File: src/verilog/tcpo_regs.svh
`ifndef TCPO_REGS_SVH
`define TCPO_REGS_SVH

// register byte offsets on the plain register port
`define TCPO_ADDR_CTRL        4'h0
`define TCPO_ADDR_STATUS      4'h4
`define TCPO_ADDR_EVCNT       4'h8

// control register layout and reset value
`define TCPO_CTRL_W           4
`define TCPO_CTRL_RST         4'h1
`define TCPO_CTRL_EN_BIT      0
`define TCPO_CTRL_MASK_A_BIT  1
`define TCPO_CTRL_MASK_B_BIT  2
`define TCPO_CTRL_HOLD_BIT    3

// status register layout
`define TCPO_STAT_LANE_A_BIT  0
`define TCPO_STAT_LANE_B_BIT  1
`define TCPO_STAT_MODE2_BIT   2
`define TCPO_STAT_STRAP_BIT   3
`define TCPO_STAT_ATTACH_BIT  4
`define TCPO_STAT_ORIENT_BIT  5
`define TCPO_STAT_ATT_A_BIT   6
`define TCPO_STAT_ATT_B_BIT   7
`define TCPO_STAT_LAST_B_BIT  8

// event counter register layout
`define TCPO_EVCNT_ATT_LSB    0
`define TCPO_EVCNT_CHG_LSB    16
`define TCPO_EVCNT_FIELD_W    16

// reset values of sampled pins and data
`define TCPO_PINS_RST         4'h0
`define TCPO_RDATA_RST        32'h0000_0000
`define TCPO_SETTLE_RST       2'h0

`endif

File: src/verilog/tcpo_pkg.sv
package tcpo_pkg;

    // connector control inputs as one sampled group
    typedef struct packed {
        logic attach;
        logic orient;
        logic att_a;
        logic att_b;
    } tcpo_pins_s;

    // lane enable pair
    typedef struct packed {
        logic a;
        logic b;
    } tcpo_lanes_s;

    // connector control mode chosen by the mode-select pin
    typedef enum logic {
        TCPO_MODE1 = 1'h0,
        TCPO_MODE2 = 1'h1
    } tcpo_mode_e;

    // lane power state, one-hot
    typedef enum logic [3:0] {
        TCPO_ST_OFF = 4'h1,
        TCPO_ST_A   = 4'h2,
        TCPO_ST_B   = 4'h4,
        TCPO_ST_AB  = 4'h8
    } tcpo_state_e;

endpackage

File: src/verilog/tcpo_sense.sv
`timescale 1ns/100ps
module tcpo_sense (
    // raw sampled pins
    input  wire tcpo_pkg::tcpo_pins_s raw,
    input  wire logic                 strap,
    // pins in active-high sense
    output tcpo_pkg::tcpo_pins_s      norm
);

    // strap high turns every control input active low
    assign norm = raw ^ {$bits(tcpo_pkg::tcpo_pins_s){strap}};

endmodule

File: src/verilog/tcpo_lane_decode.sv
`timescale 1ns/100ps
module tcpo_lane_decode (
    // normalised pins and mode
    input  wire tcpo_pkg::tcpo_pins_s norm,
    input  wire tcpo_pkg::tcpo_mode_e mode,
    // requested lanes
    output tcpo_pkg::tcpo_lanes_s     req
);

    // mode 1 picks one lane from orientation; mode 2 takes each attach as is
    function automatic tcpo_pkg::tcpo_lanes_s decode(input tcpo_pkg::tcpo_pins_s p,
                                                     input tcpo_pkg::tcpo_mode_e m);
        tcpo_pkg::tcpo_lanes_s l;
        l = '0;
        case (m)
            tcpo_pkg::TCPO_MODE1: begin
                l.a = p.attach & ~p.orient;
                l.b = p.attach & p.orient;
            end
            tcpo_pkg::TCPO_MODE2: begin
                l.a = p.att_a;
                l.b = p.att_b;
            end
            default: begin
                l = '0;
            end
        endcase
        return l;
    endfunction

    // decode is purely combinational; the top registers the result
    assign req = decode(norm, mode);

endmodule

File: src/verilog/tcpo_orient_enable.sv
// Added by the designer: the strobed register port and the address map.
`timescale 1ns/100ps
`include "tcpo_regs.svh"
// Behaviour
// - strap low: orientation 1 B, 0 A
// - strap high: orientation 1 A, 0 B
// - mode 1 lane only while attach asserted
// - mode 2 only with mode-select high
// - mode 2: attach A powers lane A
// - mode 2: attach B powers lane B
// - mode 2: deasserted attach keeps lane off
// - strap low: all inputs active high
// - strap high: all inputs active low
// - unconnected strap reads low, active high
// - attach present enables lanes, else disabled
// - mode-select low: mode 1, ignore per-orientation
module tcpo_orient_enable #(
    parameter int CNT_W = `TCPO_EVCNT_FIELD_W
) (
    // clock and reset
    input  wire logic        sys_clk,
    input  wire logic        rst,
    // connector control pins
    input  wire logic        attach_in,
    input  wire logic        orientation_in,
    input  wire logic        attach_orient_a_in,
    input  wire logic        attach_orient_b_in,
    input  wire logic        input_polarity_strap,
    input  wire logic        ctrl_mode_select,
    // register port
    input  wire logic [3:0]  reg_addr,
    input  wire logic [31:0] reg_wdata,
    input  wire logic        reg_wr,
    input  wire logic        reg_rd,
    output logic      [31:0] reg_rdata,
    // lane power enables
    output logic             lane_a_en,
    output logic             lane_b_en
);

    tcpo_pkg::tcpo_pins_s           pin_reg;
    tcpo_pkg::tcpo_pins_s           norm_pins;
    tcpo_pkg::tcpo_lanes_s          req;
    tcpo_pkg::tcpo_lanes_s          lane_ok;
    tcpo_pkg::tcpo_mode_e           mode_reg;
    tcpo_pkg::tcpo_state_e          state_reg;
    tcpo_pkg::tcpo_state_e          state_next;
    logic                           strap_reg;
    logic [`TCPO_CTRL_W-1:0]        ctrl_reg;
    logic                           lane_a_reg;
    logic                           lane_b_reg;
    logic                           last_b_reg;
    logic [CNT_W-1:0]               att_cnt_reg;
    logic [CNT_W-1:0]               chg_cnt_reg;
    logic [31:0]                    rdata_reg;
    logic [31:0]                    status_word;
    logic [31:0]                    evcnt_word;
    logic                           ctrl_en;
    logic                           hold;
    logic                           evcnt_clr;
    logic [1:0]                     settle_reg;
    logic                           settled;
    logic                           ctrl_pass;

    // pins are taken as synchronous; one flop stage gives a clean sample
    // pull-down default
    // an open strap pin arrives here as 0 via its pull-down, so sense is active high
    always_ff @(posedge sys_clk) begin
        if (rst) begin
            pin_reg   <= `TCPO_PINS_RST;
            strap_reg <= 1'h0;
            mode_reg  <= tcpo_pkg::TCPO_MODE1;
        end else begin
            pin_reg   <= {attach_in, orientation_in, attach_orient_a_in, attach_orient_b_in};
            strap_reg <= input_polarity_strap;
            mode_reg  <= tcpo_pkg::tcpo_mode_e'(ctrl_mode_select);
        end
    end

    // input sense
    // one strap flips attach, orientation and both per-orientation inputs
    tcpo_sense u_sense (
        .raw   (pin_reg),
        .strap (strap_reg),
        .norm  (norm_pins)
    );

    // mode decode
    // mode-select low uses attach and orientation, high uses per-orientation attach
    tcpo_lane_decode u_decode (
        .norm (norm_pins),
        .mode (mode_reg),
        .req  (req)
    );

    // software gating: enable, per-lane mask, and hold freezes the lane state
    assign ctrl_en = ctrl_reg[`TCPO_CTRL_EN_BIT];
    assign hold    = ctrl_reg[`TCPO_CTRL_HOLD_BIT];
    assign lane_ok.a = req.a & ctrl_en & ~ctrl_reg[`TCPO_CTRL_MASK_A_BIT];
    assign lane_ok.b = req.b & ctrl_en & ~ctrl_reg[`TCPO_CTRL_MASK_B_BIT];

    // attach gates lanes
    // no request means off, so idle lanes stay powered down
    always_comb begin
        state_next = state_reg;
        if (!hold) begin
            case ({lane_ok.a, lane_ok.b})
                2'h0:    state_next = tcpo_pkg::TCPO_ST_OFF;
                2'h2:    state_next = tcpo_pkg::TCPO_ST_A;
                2'h1:    state_next = tcpo_pkg::TCPO_ST_B;
                2'h3:    state_next = tcpo_pkg::TCPO_ST_AB;
                default: state_next = tcpo_pkg::TCPO_ST_OFF;
            endcase
        end
    end

    // state and the lane outputs update together so outputs stay flop driven
    always_ff @(posedge sys_clk) begin
        if (rst) begin
            state_reg  <= tcpo_pkg::TCPO_ST_OFF;
            lane_a_reg <= 1'h0;
            lane_b_reg <= 1'h0;
        end else begin
            state_reg <= state_next;
            case (state_next)
                tcpo_pkg::TCPO_ST_A: begin
                    lane_a_reg <= 1'h1;
                    lane_b_reg <= 1'h0;
                end
                tcpo_pkg::TCPO_ST_B: begin
                    lane_a_reg <= 1'h0;
                    lane_b_reg <= 1'h1;
                end
                tcpo_pkg::TCPO_ST_AB: begin
                    lane_a_reg <= 1'h1;
                    lane_b_reg <= 1'h1;
                end
                default: begin
                    lane_a_reg <= 1'h0;
                    lane_b_reg <= 1'h0;
                end
            endcase
        end
    end

    // remembers which single lane was last powered, for software
    always_ff @(posedge sys_clk) begin
        if (rst) begin
            last_b_reg <= 1'h0;
        end else if (state_next == tcpo_pkg::TCPO_ST_B) begin
            last_b_reg <= 1'h1;
        end else if (state_next == tcpo_pkg::TCPO_ST_A) begin
            last_b_reg <= 1'h0;
        end
    end

    // control register write
    always_ff @(posedge sys_clk) begin
        if (rst) begin
            ctrl_reg <= `TCPO_CTRL_RST;
        end else if (reg_wr && reg_addr == `TCPO_ADDR_CTRL) begin
            ctrl_reg <= reg_wdata[`TCPO_CTRL_W-1:0];
        end
    end

    // event counters wrap; an event in the clearing cycle counts as one
    assign evcnt_clr = reg_wr && (reg_addr == `TCPO_ADDR_EVCNT);
    always_ff @(posedge sys_clk) begin
        if (rst) begin
            att_cnt_reg <= '0;
            chg_cnt_reg <= '0;
        end else begin
            if (state_reg == tcpo_pkg::TCPO_ST_OFF && state_next != tcpo_pkg::TCPO_ST_OFF) begin
                att_cnt_reg <= evcnt_clr ? CNT_W'(1) : att_cnt_reg + CNT_W'(1);
            end else if (evcnt_clr) begin
                att_cnt_reg <= '0;
            end
            if (state_next != state_reg) begin
                chg_cnt_reg <= evcnt_clr ? CNT_W'(1) : chg_cnt_reg + CNT_W'(1);
            end else if (evcnt_clr) begin
                chg_cnt_reg <= '0;
            end
        end
    end

    // status word shows lanes, mode, strap and the raw sampled pins
    always_comb begin
        status_word = '0;
        status_word[`TCPO_STAT_LANE_A_BIT] = lane_a_reg;
        status_word[`TCPO_STAT_LANE_B_BIT] = lane_b_reg;
        status_word[`TCPO_STAT_MODE2_BIT]  = (mode_reg == tcpo_pkg::TCPO_MODE2);
        status_word[`TCPO_STAT_STRAP_BIT]  = strap_reg;
        status_word[`TCPO_STAT_ATTACH_BIT] = pin_reg.attach;
        status_word[`TCPO_STAT_ORIENT_BIT] = pin_reg.orient;
        status_word[`TCPO_STAT_ATT_A_BIT]  = pin_reg.att_a;
        status_word[`TCPO_STAT_ATT_B_BIT]  = pin_reg.att_b;
        status_word[`TCPO_STAT_LAST_B_BIT] = last_b_reg;
    end

    // counters packed side by side; CNT_W above the field width is not supported
    always_comb begin
        evcnt_word = '0;
        evcnt_word[`TCPO_EVCNT_ATT_LSB +: CNT_W] = att_cnt_reg;
        evcnt_word[`TCPO_EVCNT_CHG_LSB +: CNT_W] = chg_cnt_reg;
    end

    // read data stands only in the cycle after the strobe; unmapped reads zero
    always_ff @(posedge sys_clk) begin
        if (rst) begin
            rdata_reg <= `TCPO_RDATA_RST;
        end else if (reg_rd) begin
            case (reg_addr)
                `TCPO_ADDR_CTRL:   rdata_reg <= {{(32-`TCPO_CTRL_W){1'h0}}, ctrl_reg};
                `TCPO_ADDR_STATUS: rdata_reg <= status_word;
                `TCPO_ADDR_EVCNT:  rdata_reg <= evcnt_word;
                default:           rdata_reg <= `TCPO_RDATA_RST;
            endcase
        end else begin
            rdata_reg <= `TCPO_RDATA_RST;
        end
    end

    // outputs
    assign reg_rdata = rdata_reg;
    assign lane_a_en = lane_a_reg;
    assign lane_b_en = lane_b_reg;

    // checking helpers: pipeline primed after reset, software not gating
    always_ff @(posedge sys_clk) begin
        if (rst) begin
            settle_reg <= `TCPO_SETTLE_RST;
        end else begin
            settle_reg <= {settle_reg[0], 1'h1};
        end
    end
    assign settled   = settle_reg[1];
    assign ctrl_pass = ctrl_en & ~hold & ~ctrl_reg[`TCPO_CTRL_MASK_A_BIT] & ~ctrl_reg[`TCPO_CTRL_MASK_B_BIT];
endmodule

File: config.mk
export PLATFORM = sky130hd
export DESIGN_NAME = tcpo_orient_enable
export DESIGN_NICKNAME = d
export VERILOG_FILES = /design/src/verilog/tcpo_pkg.sv /design/src/verilog/tcpo_sense.sv /design/src/verilog/tcpo_lane_decode.sv /design/src/verilog/tcpo_orient_enable.sv
export VERILOG_INCLUDE_DIRS = /design/src /design/src/verilog
export SDC_FILE = /design/constraint.sdc
export NUM_CORES = 1
export LEC_CHECK = 0
export ABC_AREA = 1
export BUFFER_PORTS_ARGS = -buffer_cell sky130_fd_sc_hd__buf_4
export CAP_MARGIN = 10
export CORE_UTILIZATION = 30
export CTS_CLUSTER_DIAMETER = 120
export DETAILED_ROUTE_END_ITERATION = 10
export PLACE_DENSITY = 0.52
export SLEW_MARGIN = 25
export SYNTH_ARGS = -nofsm -noshare
export SYNTH_HDL_FRONTEND = slang
export SYNTH_SLANG_ARGS = --single-unit
File: constraint.sdc
create_clock -name sys_clk -period 5.1 [get_ports sys_clk]
set_clock_uncertainty 0.15 [all_clocks]
set_input_delay 0 -clock sys_clk [delete_from_list [all_inputs] [get_ports sys_clk]]
set_output_delay 0 -clock sys_clk [all_outputs]
set_load 0.005 [all_outputs]
Word-level counts from Yosys, hierarchy flattened
Index checks and enable logic that the tools add are counted.
Word-level totals
  bits in registers: 81
  input bits: 46
  output and inout port bits: 34
  logic and storage cells: 63
Cells by class
  add/subtract/negate cells: 2
  eq/ne operators: 11
  muxes and demuxes: 13
  bitwise logic cells: 12
  reduce and logical (&&, ||, !) cells: 11
Operators with widths (number)
  32-bit case mux with 3 select lines: 1
  16-bit 2-to-1 mux: 5
  16-bit by 1-bit adder with 16-bit output, second input constant: 2
  4-bit case mux with 4 select lines: 1
  4-bit by 3-bit == test with 1-bit output, second input constant: 2
  4-bit == test, second input constant: 2
  1-bit AND: 6
  2-bit nonzero test: 3
  2-bit OR reduction: 3
  1-bit inverter: 5
  2-bit == test, second input constant: 2
  4-bit by 1-bit == test with 1-bit output, second input constant: 1
  4-bit by 2-bit == test with 1-bit output, second input constant: 1
  4-bit zero test: 1
  1-bit 2-to-1 mux: 4
  4-bit 2-to-1 mux: 1
  4-bit by 1-bit != test with 1-bit output, second input constant: 1
  4-bit != test: 1
  2-bit case mux with 2 select lines: 1
  4-bit bitwise XOR: 1
  1-bit logical AND: 3
  2-bit by 1-bit == test with 1-bit output, second input constant: 1
  2-bit zero test: 1

Depth between registers and ports, before layout
Gate-level depths: netlist of the first run.
  depth after elaboration: 12
  depth in mapped cells: 16
  depth with buffers taken out: 16

Modules after synthesis
From an unflattened synthesis of the first run, not the netlist that was laid out.
Second synthesis, totals
  cell total of the unflattened synthesis: 565
  area total of the unflattened synthesis: 3762.4 µm²
Modules (own cells, without submodules)
  tcpo_orient_enable: times used 1, cells an instance 540, area an instance 3661.0 µm², sequential area each 1621.6 µm²
  tcpo_sense: times used 1, cells an instance 17, area an instance 63.8 µm², sequential area each 0.0 µm²
  tcpo_lane_decode: times used 1, cells an instance 8, area an instance 37.5 µm², sequential area each 0.0 µm²

Least setup slack after synthesis of the first run
OpenSTA, ideal clock, no wires.
  kind: register -> register
  start: reg strap_reg
  end: reg chg_cnt_reg[7]
  library setup time: 112 ps
  data arrival time: 1581 ps
  data required time: 4838 ps
  slack: 3257 ps
  cell stages (with the launch flop): 16
  path buffers: 1
  period minus slack after synthesis: 1843 ps
  cell sequence: dfxtp_1 -> inv_2 -> nand2_2 -> nand2_2 -> nand2_2 -> nand2_2 -> nand2_2 -> nand2_1 -> nand2_1 -> nand2_1 -> nand2_2 -> nor2_4 -> nand2_4 -> buf_6 -> a21oi_2 -> nor2_1
Between the ends
  cells in the longest elaborated chain, start to end: 11
  elaborated cells between the ends (all ways): 18
  classes of those cells: eq/ne (4); mux (4); bitwise (8); reduce/logical (2)
Ends and longest elaborated chain
  from (decl): RTL line tcpo_orient_enable.sv:48  | logic strap_reg;
  from (signal assigned): RTL line tcpo_orient_enable.sv:75  | strap_reg <= input_polarity_strap;
  4-bit bitwise XOR *: RTL line tcpo_sense.sv:11  | assign norm = raw ^ {$bits(tcpo_pkg::tcpo_pins_s){strap}};
  1-bit inverter: RTL line tcpo_lane_decode.sv:17  | l.a = p.attach & ~p.orient;
  1-bit AND: RTL line tcpo_lane_decode.sv:17
  2-bit case mux with 2 select lines *: RTL line tcpo_lane_decode.sv:15  | case (m)
  1-bit AND (2 in series): RTL line tcpo_orient_enable.sv:99  | assign lane_ok.a = req.a & ctrl_en & ~ctrl_reg[`TCPO_CTRL_MASK_A_BIT];
  2-bit == test, or another cell as far along: RTL line tcpo_orient_enable.sv:107  | case ({lane_ok.a, lane_ok.b})
  4-bit case mux with 4 select lines *: RTL line tcpo_orient_enable.sv:107
  4-bit 2-to-1 mux *: RTL line tcpo_orient_enable.sv:106  | if (!hold) begin
  4-bit != test *: RTL line tcpo_orient_enable.sv:178  | if (state_next != state_reg) begin
  16-bit 2-to-1 mux or 2-bit nonzero test (tied branches)
  to (signal assigned): RTL line tcpo_orient_enable.sv:179  | chg_cnt_reg <= evcnt_clr ? CNT_W'(1) : chg_cnt_reg + CNT_W'(1);
  to (decl): RTL line tcpo_orient_enable.sv:54  | logic [CNT_W-1:0] chg_cnt_reg;
Mark *: on every way between the ends. The rest lies on a longest branch, timed or not.
A chain may end at the register's enable or synchronous reset.

Final worst setup path of the first run
  start: in reg_addr[2]
  end: reg chg_cnt_reg[1]
Between the ends
  cells in the longest elaborated chain, start to end: 4
  elaborated cells between the ends (all ways): 5
  classes of those cells: eq/ne (1); mux (2); reduce/logical (2)
Ends and longest elaborated chain
  from (decl): RTL line tcpo_orient_enable.sv:31  | input wire logic [3:0] reg_addr,
  4-bit == test *
  1-bit logical AND *: RTL line tcpo_orient_enable.sv:167  | assign evcnt_clr = reg_wr && (reg_addr == `TCPO_ADDR_EVCNT);
  16-bit 2-to-1 mux: RTL line tcpo_orient_enable.sv:179
  16-bit 2-to-1 mux: RTL line tcpo_orient_enable.sv:178
Marks and branches as above.

==> impl_metrics.json, run 1 <==
{
  "timing_max_transition_violations_final": 0,
  "clkLatencyLatePin_ns": 0.34,
  "dpl.hpwl_um": 6862,
  "critPathSlowestCell": "sky130_fd_sc_hd__dlygate4sd3_1",
  "cellLeakagePower_nw": 2.075,
  "nFillCells": 1277,
  "postLayoutCellArea_um2": 4837,
  "detail_route.vias_per_cell": 4.581,
  "worst_setup_path_start_kind": "input port",
  "fin_total_pwr_mw": 1.563,
  "die_width_um": 113.9,
  "maxClockFrequency_mhz": 395.2,
  "worst_slew_margin_rel": 0.6002,
  "timing_worst_slew_pin_value_ns": 0.5942,
  "layout_worst_path_cycle_share": 0.4962,
  "synth.cells.most_frequent": "110 x sky130_fd_sc_hd__nand2_1, 81 x sky130_fd_sc_hd__dfxtp_1, 72 x sky130_fd_sc_hd__inv_1",
  "netlist-cell-type-count": 33,
  "number_of_instances_in_the_synthesized_netlist": 528,
  "multi_input_comb_area_um2": 1765,
  "placed_area_um2": 4295,
  "core_region_area_um2": 12110,
  "max-clock-path-buffers": 2,
  "post_cts_resize_count": 0,
  "fin_worst_hold_slack_ns": 0.01359,
  "tritoncts_num_sinks": 81,
  "post_synth_and_or_nand_nor_area_fraction": 0.3677,
  "antenna_found_initial": 0,
  "critPathMaxFanout": 29,
  "unrepaired_setup_endpoints_after_global_routing": "no",
  "yosys-top-cells-area": "sky130_fd_sc_hd__dfxtp_1 43%, sky130_fd_sc_hd__nand2_1 11%, sky130_fd_sc_hd__inv_1 7.2%, sky130_fd_sc_hd__nor2_1 6.6%, sky130_fd_sc_hd__nand3_1 5.7%",
  "yosys.cell_count.top_type": "sky130_fd_sc_hd__nand2_1",
  "synth_top_family_by_area": "simple AND/OR/NAND/NOR gates",
  "maxCapViolCount": 0,
  "final_hold_fails": 0,
  "root_buffer_selected_by_cts": "sky130_fd_sc_hd__clkbuf_16",
  "initial_utilization": 0.3099,
  "pin_count": 80,
  "port_buffers": 51,
  "gp_routability_congestion": 0.8024,
  "drt_first_iter_violations": 197,
  "worst_setup_path_end_kind": "register",
  "sequential_cell_area_um2": 1622,
  "synthesized_nets": 576,
  "grt_max_degree": 30,
  "post-synth-top-area-fraction": 0.4320,
  "layout-area-overhead-vs-synth_pct": 28.87,
  "sum_of_routed_wire_length_over_all_layers_um": 9394,
  "timing.critical_path.arrival_ns": 2.66,
  "global_route.usage.total": 0.1559,
  "post_route_cells_drive_above_1_share": 0.1733,
  "setup_viol_count_final": 0,
  "remaining_routing_drc_violations": 0,
  "critPathMaxStageDelay_ns": 0.53,
  "netlist.top_cell.by_area": "sky130_fd_sc_hd__dfxtp_1",
  "avgSynthCellArea_um2": 7.109,
  "via_count_of_the_first_global_routing_pass": 3473,
  "post_synth_fa_ha_maj_area_fraction": 0.006667,
  "post_synth_mux_area_share": 0,
  "primary_ff_master_synth": "sky130_fd_sc_hd__dfxtp_1",
  "power_density_nw_per_um2": 323.2,
  "synth_area_um2": 3754,
  "async_reset_ff_frac": 0,
  "critical_path.cell_chain": "dlygate4sd3_1 > buf_4 > inv_1 > nand3_1 > buf_4 > nor2_2 > inv_1 > nand2_1 > inv_1 > o21ai_0 > nor2_1",
  "tns_ns": 0,
  "seq_area_frac_synth": 0.4320,
  "worst-setup-path-type": "in2reg",
  "synth-edff-count": 0,
  "buffers_inserted_during_post_cts_setup_optimization": 0,
  "final_cell_count_no_fill": 774,
  "critical_path_required_time_ns": 5.23,
  "htreeDepth": 3,
  "postSynthRegisterBits": 81,
  "routedWlPerCell_um": 12.14,
  "design.die.area_um2": 12960,
  "final_period_minus_worst_setup_slack_ns": 2.531,
  "std_cell_rows": 40,
  "worst_min_path_class": "in2reg",
  "placed_cells_incl_taps": 736,
  "detail_route.first_pass.iterations": 6,
  "dieHeight_um": 113.9,
  "overflow_left_after_global_routing": 0,
  "cts-buffers-inserted": 9,
  "status": "complete, no violations",
  "critPathMostFrequentCell": "sky130_fd_sc_hd__inv_1",
  "xor_xnor_share_of_the_synthesized_area": 0.01867,
  "tritoncts": "built",
  "largest_register_ff_count": 32,
  "irDropWorstVdd_v": 0.0001661,
  "dr_total_vias": 3546,
  "route.antenna.remaining_nets": 0,
  "yosysWarnings": 0,
  "nets": 649,
  "cts_hold_repair.buffers": 22,
  "cts.clk_slew.worst_paths_ns": 0.06,
  "synth_compound_area_frac": 0.07567,
  "insertedDiodeCount": 0,
  "grt_first_pass_wirelength_um": 16010
}
where the power goes:
group / internal (mW) / switching (mW) / leakage (nW) / total (mW)
Clock: 0.441 / 0.254 / 0.159 / 0.695
Combinational: 0.0671 / 0.130 / 1.26 / 0.197
Sequential: 0.650 / 0.0210 / 0.656 / 0.671
Total: 1.16 / 0.405 / 2.08 / 1.56
cell usage in the layout (no fill, tap or decap), drive strengths merged, types with 3 or more instances in the layout:
master | Yosys | layout
o221ai | 3 | 3
a21oi | 33 | 33
nand4 | 19 | 19
o21ai | 13 | 13
nor2 | 71 | 71
nand3 | 44 | 44
clkinv | 1 | 4
xor2 | 8 | 8
dfxtp | 81 | 81
nor4 | 6 | 6
buf | 5 | 55
inv | 75 | 75
nand2 | 125 | 125
nor3 | 27 | 27
dlygate4sd3 | 0 | 22
clkbuf | 10 | 11
stage by stage:
step / setup slack, ns / utilization
3_3_place_gp: 2.718 / 0.3546
5_1_grt: 2.212 / 0.3994
4_1_cts: 2.472 / 0.3994
2_1_floorplan: 3.257 / -
3_5_place_dp: 2.657 / 0.3546
6_report: 2.569 / 0.3994
critical path, delay by kind of cell:
family	cells	cell delay [ns]
buffers and inverters	6	1.83
AND/OR/NAND/NOR	4	0.64
AO/OA/AOI/OAI	1	0.18
logic make-up after synthesis:
| family | after synthesis |
|---|---|
| and+or+nand+nor | 295 |
| buffers and inverters | 91 |
| DFF | 81 |
| AOI/OAI and AO/OA | 51 |
| xor gates and xnor gates | 8 |
| adders and majority gates | 2 |
routing by layer:
metal,vias up,routed length (um),part of all wire,GRT usage
li1,1843,-,-,-
met3,14,285,0.030,0.03082
met1,1634,4543,0.48,0.2008
met2,55,4405,0.47,0.2598
met4,0,159,0.017,0.05455
met5,-,0,0,0
path summary, 6_finish.rpt:
kind | depth (start not counted) | endpoint | slack, ns | startpoint
setup / recovery | 11 | chg_cnt_reg[1]$_SDFFE_PP0P_ | 2.57 | reg_addr[2]
hold / removal | 4 | ctrl_reg[0]$_SDFFE_PP1P_ | 0.01 | reg_wr
setup reg to reg | 14 | att_cnt_reg[0]$_SDFFE_PP0P_ | 2.65 | strap_reg$_SDFF_PP0_
hold reg to reg | 2 | chg_cnt_reg[7]$_SDFFE_PP0P_ | 0.33 | chg_cnt_reg[7]$_SDFFE_PP0P_
final cells by class:
type,instances,share of cell area
inverter,76,0.05898
clock inverter,5,0.01630
clock buffer,11,0.05018
tap,168,0.04346
timing repair buffer,77,0.1309
multi-input combinational,356,0.3650
sequential,81,0.3352
Power figures use the tool's default switching activity.
==> run 2: changes to the inputs <==
--- a/config.mk
+++ b/config.mk
@@ -12,7 +12,7 @@
 export CORE_UTILIZATION = 30
 export CTS_CLUSTER_DIAMETER = 120
 export DETAILED_ROUTE_END_ITERATION = 10
-export PLACE_DENSITY = 0.52
+export PLACE_DENSITY = 0.54
 export SLEW_MARGIN = 25
 export SYNTH_ARGS = -nofsm -noshare
 export SYNTH_HDL_FRONTEND = slang
==> constraint.sdc (replaced) <==
create_clock -name sys_clk -period 2.1 [get_ports sys_clk]
set_clock_uncertainty 0.15 [all_clocks]
set_input_delay 0 -clock sys_clk [delete_from_list [all_inputs] [get_ports sys_clk]]
set_output_delay 0 -clock sys_clk [all_outputs]
set_load 0.005 [all_outputs]
==> impl_metrics.json, run 2 (synthesis results as in run 1) <==
{
  "drt_first_iter_violations": 184,
  "tritoncts_num_sinks": 81,
  "layout-area-overhead-vs-synth_pct": 37.53,
  "power.clock.fraction": 0.423,
  "irDropWorstVdd_v": 0.0003743,
  "via_count_of_the_first_global_routing_pass": 3561,
  "cellInternalPower_mw": 2.872,
  "timing.critical_path.arrival_ns": 2.06,
  "worst_min_path_class": "in2reg",
  "postLayoutCellArea_um2": 5162,
  "status": "complete, no violations",
  "port_buffers": 51,
  "worst_slew_margin_rel": 0.6432,
  "unrepaired_setup_endpoints_after_global_routing": "yes",
  "timing_worst_slew_pin_value_ns": 0.5346,
  "final_hold_fails": 0,
  "die_width_um": 113.9,
  "critical_path_required_time_ns": 2.17,
  "max-clock-path-buffers": 2,
  "dieHeight_um": 113.9,
  "cts.clk_slew.worst_paths_ns": 0.06,
  "worst_setup_path_end_kind": "register",
  "sum_of_routed_wire_length_over_all_layers_um": 10070,
  "dpl.hpwl_um": 7109,
  "p_sw_mw": 1.052,
  "antenna_found_initial": 0,
  "dr_total_vias": 3658,
  "fin_worst_hold_slack_ns": 0.02777,
  "power.share.combinational": 0.162,
  "power_density_nw_per_um2": 760.2,
  "overflow_left_after_global_routing": 0,
  "global_route.usage.total": 0.1617,
  "post_route_cells_drive_above_1_share": 0.2444,
  "worst_setup_path_start_kind": "input port",
  "critical_path.cell_chain": "dlygate4sd3_1 > buf_4 > a21oi_1 > dlygate4sd3_1 > o21ai_0 > dlygate4sd3_1",
  "mostFrequentLayoutCell": "sky130_fd_sc_hd__nand2_1",
  "root_buffer_selected_by_cts": "sky130_fd_sc_hd__clkbuf_16",
  "post-route-util": 0.4262,
  "worst-setup-path-type": "in2reg",
  "hold_start": "reg_wr",
  "p_sw_frac": 0.2681,
  "insertedDiodeCount": 0,
  "fin_total_pwr_mw": 3.925,
  "maxClockFrequency_mhz": 504.6,
  "pin_count": 80,
  "critical_path.reg2reg.startpoint": "strap_reg$_SDFF_PP0_",
  "final_cell_count_no_fill": 790,
  "route.antenna.remaining_nets": 0,
  "setup_viol_count_final": 0,
  "startpoint": "rst",
  "cts-buffers-inserted": 9,
  "remaining_routing_drc_violations": 0,
  "routedWlPerCell_um": 12.74,
  "grt_first_pass_wirelength_um": 16590,
  "tns_ns": 0,
  "nFillCells": 1250,
  "clkLatencyLatePin_ns": 0.34,
  "placed_area_um2": 4413,
  "tritoncts": "built",
  "std_cell_rows": 40,
  "initial_utilization": 0.3099,
  "placed_cells_incl_taps": 750,
  "worst_slack_ns": 0.1182,
  "maxCapViolCount": 0,
  "critPathMaxFanout": 24,
  "layout_worst_path_cycle_share": 0.9437,
  "core_region_area_um2": 12110,
  "dp_worst_setup_slack_ns": 0.02340,
  "final_period_minus_worst_setup_slack_ns": 1.982,
  "grt_max_degree": 29,
  "seq_power_share": 0.414,
  "gp_routability_congestion": 0.8526,
  "largest_register_ff_count": 32,
  "detail_route.vias_per_cell": 4.630,
  "timing_max_transition_violations_final": 0,
  "layout_common_cells": "102 x sky130_fd_sc_hd__nand2_1, 75 x sky130_fd_sc_hd__dfxtp_1, 70 x sky130_fd_sc_hd__inv_1",
  "critPathMaxStageDelay_ns": 0.55,
  "critPathSlowestCell": "sky130_fd_sc_hd__dlygate4sd3_1",
  "htreeDepth": 3,
  "cellLeakagePower_nw": 2.202,
  "critPathMostFrequentCell": "sky130_fd_sc_hd__dlygate4sd3_1",
  "nets": 666,
  "design.die.area_um2": 12960,
  "detail_route.first_pass.iterations": 4
}
[run 2: worst max-delay path, delay by kind of cell]
kind	cells	cell delay [ns]
buffers and inverters	4	1.85
AO/OA/AOI/OAI	2	0.20
[run 2: final timing paths]
kind / end / slack (ns) / depth (start not counted)
worst max-delay path: ctrl_reg[0]$_SDFFE_PP1P_ / 0.12 / 6
worst min-delay path: ctrl_reg[2]$_SDFFE_PP0P_ / 0.03 / 5
worst max register to register: att_cnt_reg[7]$_SDFFE_PP0P_ / 0.14 / 16
worst min register to register: att_cnt_reg[14]$_SDFFE_PP0P_ / 0.33 / 2
[run 2: timing repair]
action                                 4_1_cts  5_1_grt
endpoints found under the hold margin       33        0
setup buffers                                0        2
hold buffers                                22        0
setup endpoints to repair                    0       33
gates resized for setup                      0       49
[run 2: final cells by class]
| type | count | area (um2) | area share |
|---|---|---|---|
| Clock buffer | 10 | 229.0 | 0.04435 |
| Clock inverter | 5 | 81.33 | 0.01575 |
| Inverter | 76 | 287.8 | 0.05574 |
| Multi-Input combinational cell | 356 | 1919 | 0.3718 |
| Sequential cell | 81 | 1632 | 0.3160 |
| Tap cell | 168 | 210.2 | 0.04072 |
| Timing Repair Buffer | 94 | 803.3 | 0.1556 |
[run 2: power by group through the flow]
stage / sequential, mW / combinational [mW] / clock [mW]
2_1_floorplan: 1.64 / 0.358 / 0
5_1_grt: 1.63 / 0.701 / 1.77
3_3_place_gp: 1.65 / 0.495 / 0
4_1_cts: 1.62 / 0.535 / 1.70
3_5_place_dp: 1.66 / 0.506 / 0
6_report: 1.63 / 0.637 / 1.66
[run 2: layer usage]
metal	GRT usage	vias to the layer above	wire (um)
met4	0.05368	0	155
li1	-	1874	-
met1	0.2006	1722	4730
met2	0.2768	52	4899
met5	0	-	0
met3	0.03666	10	280
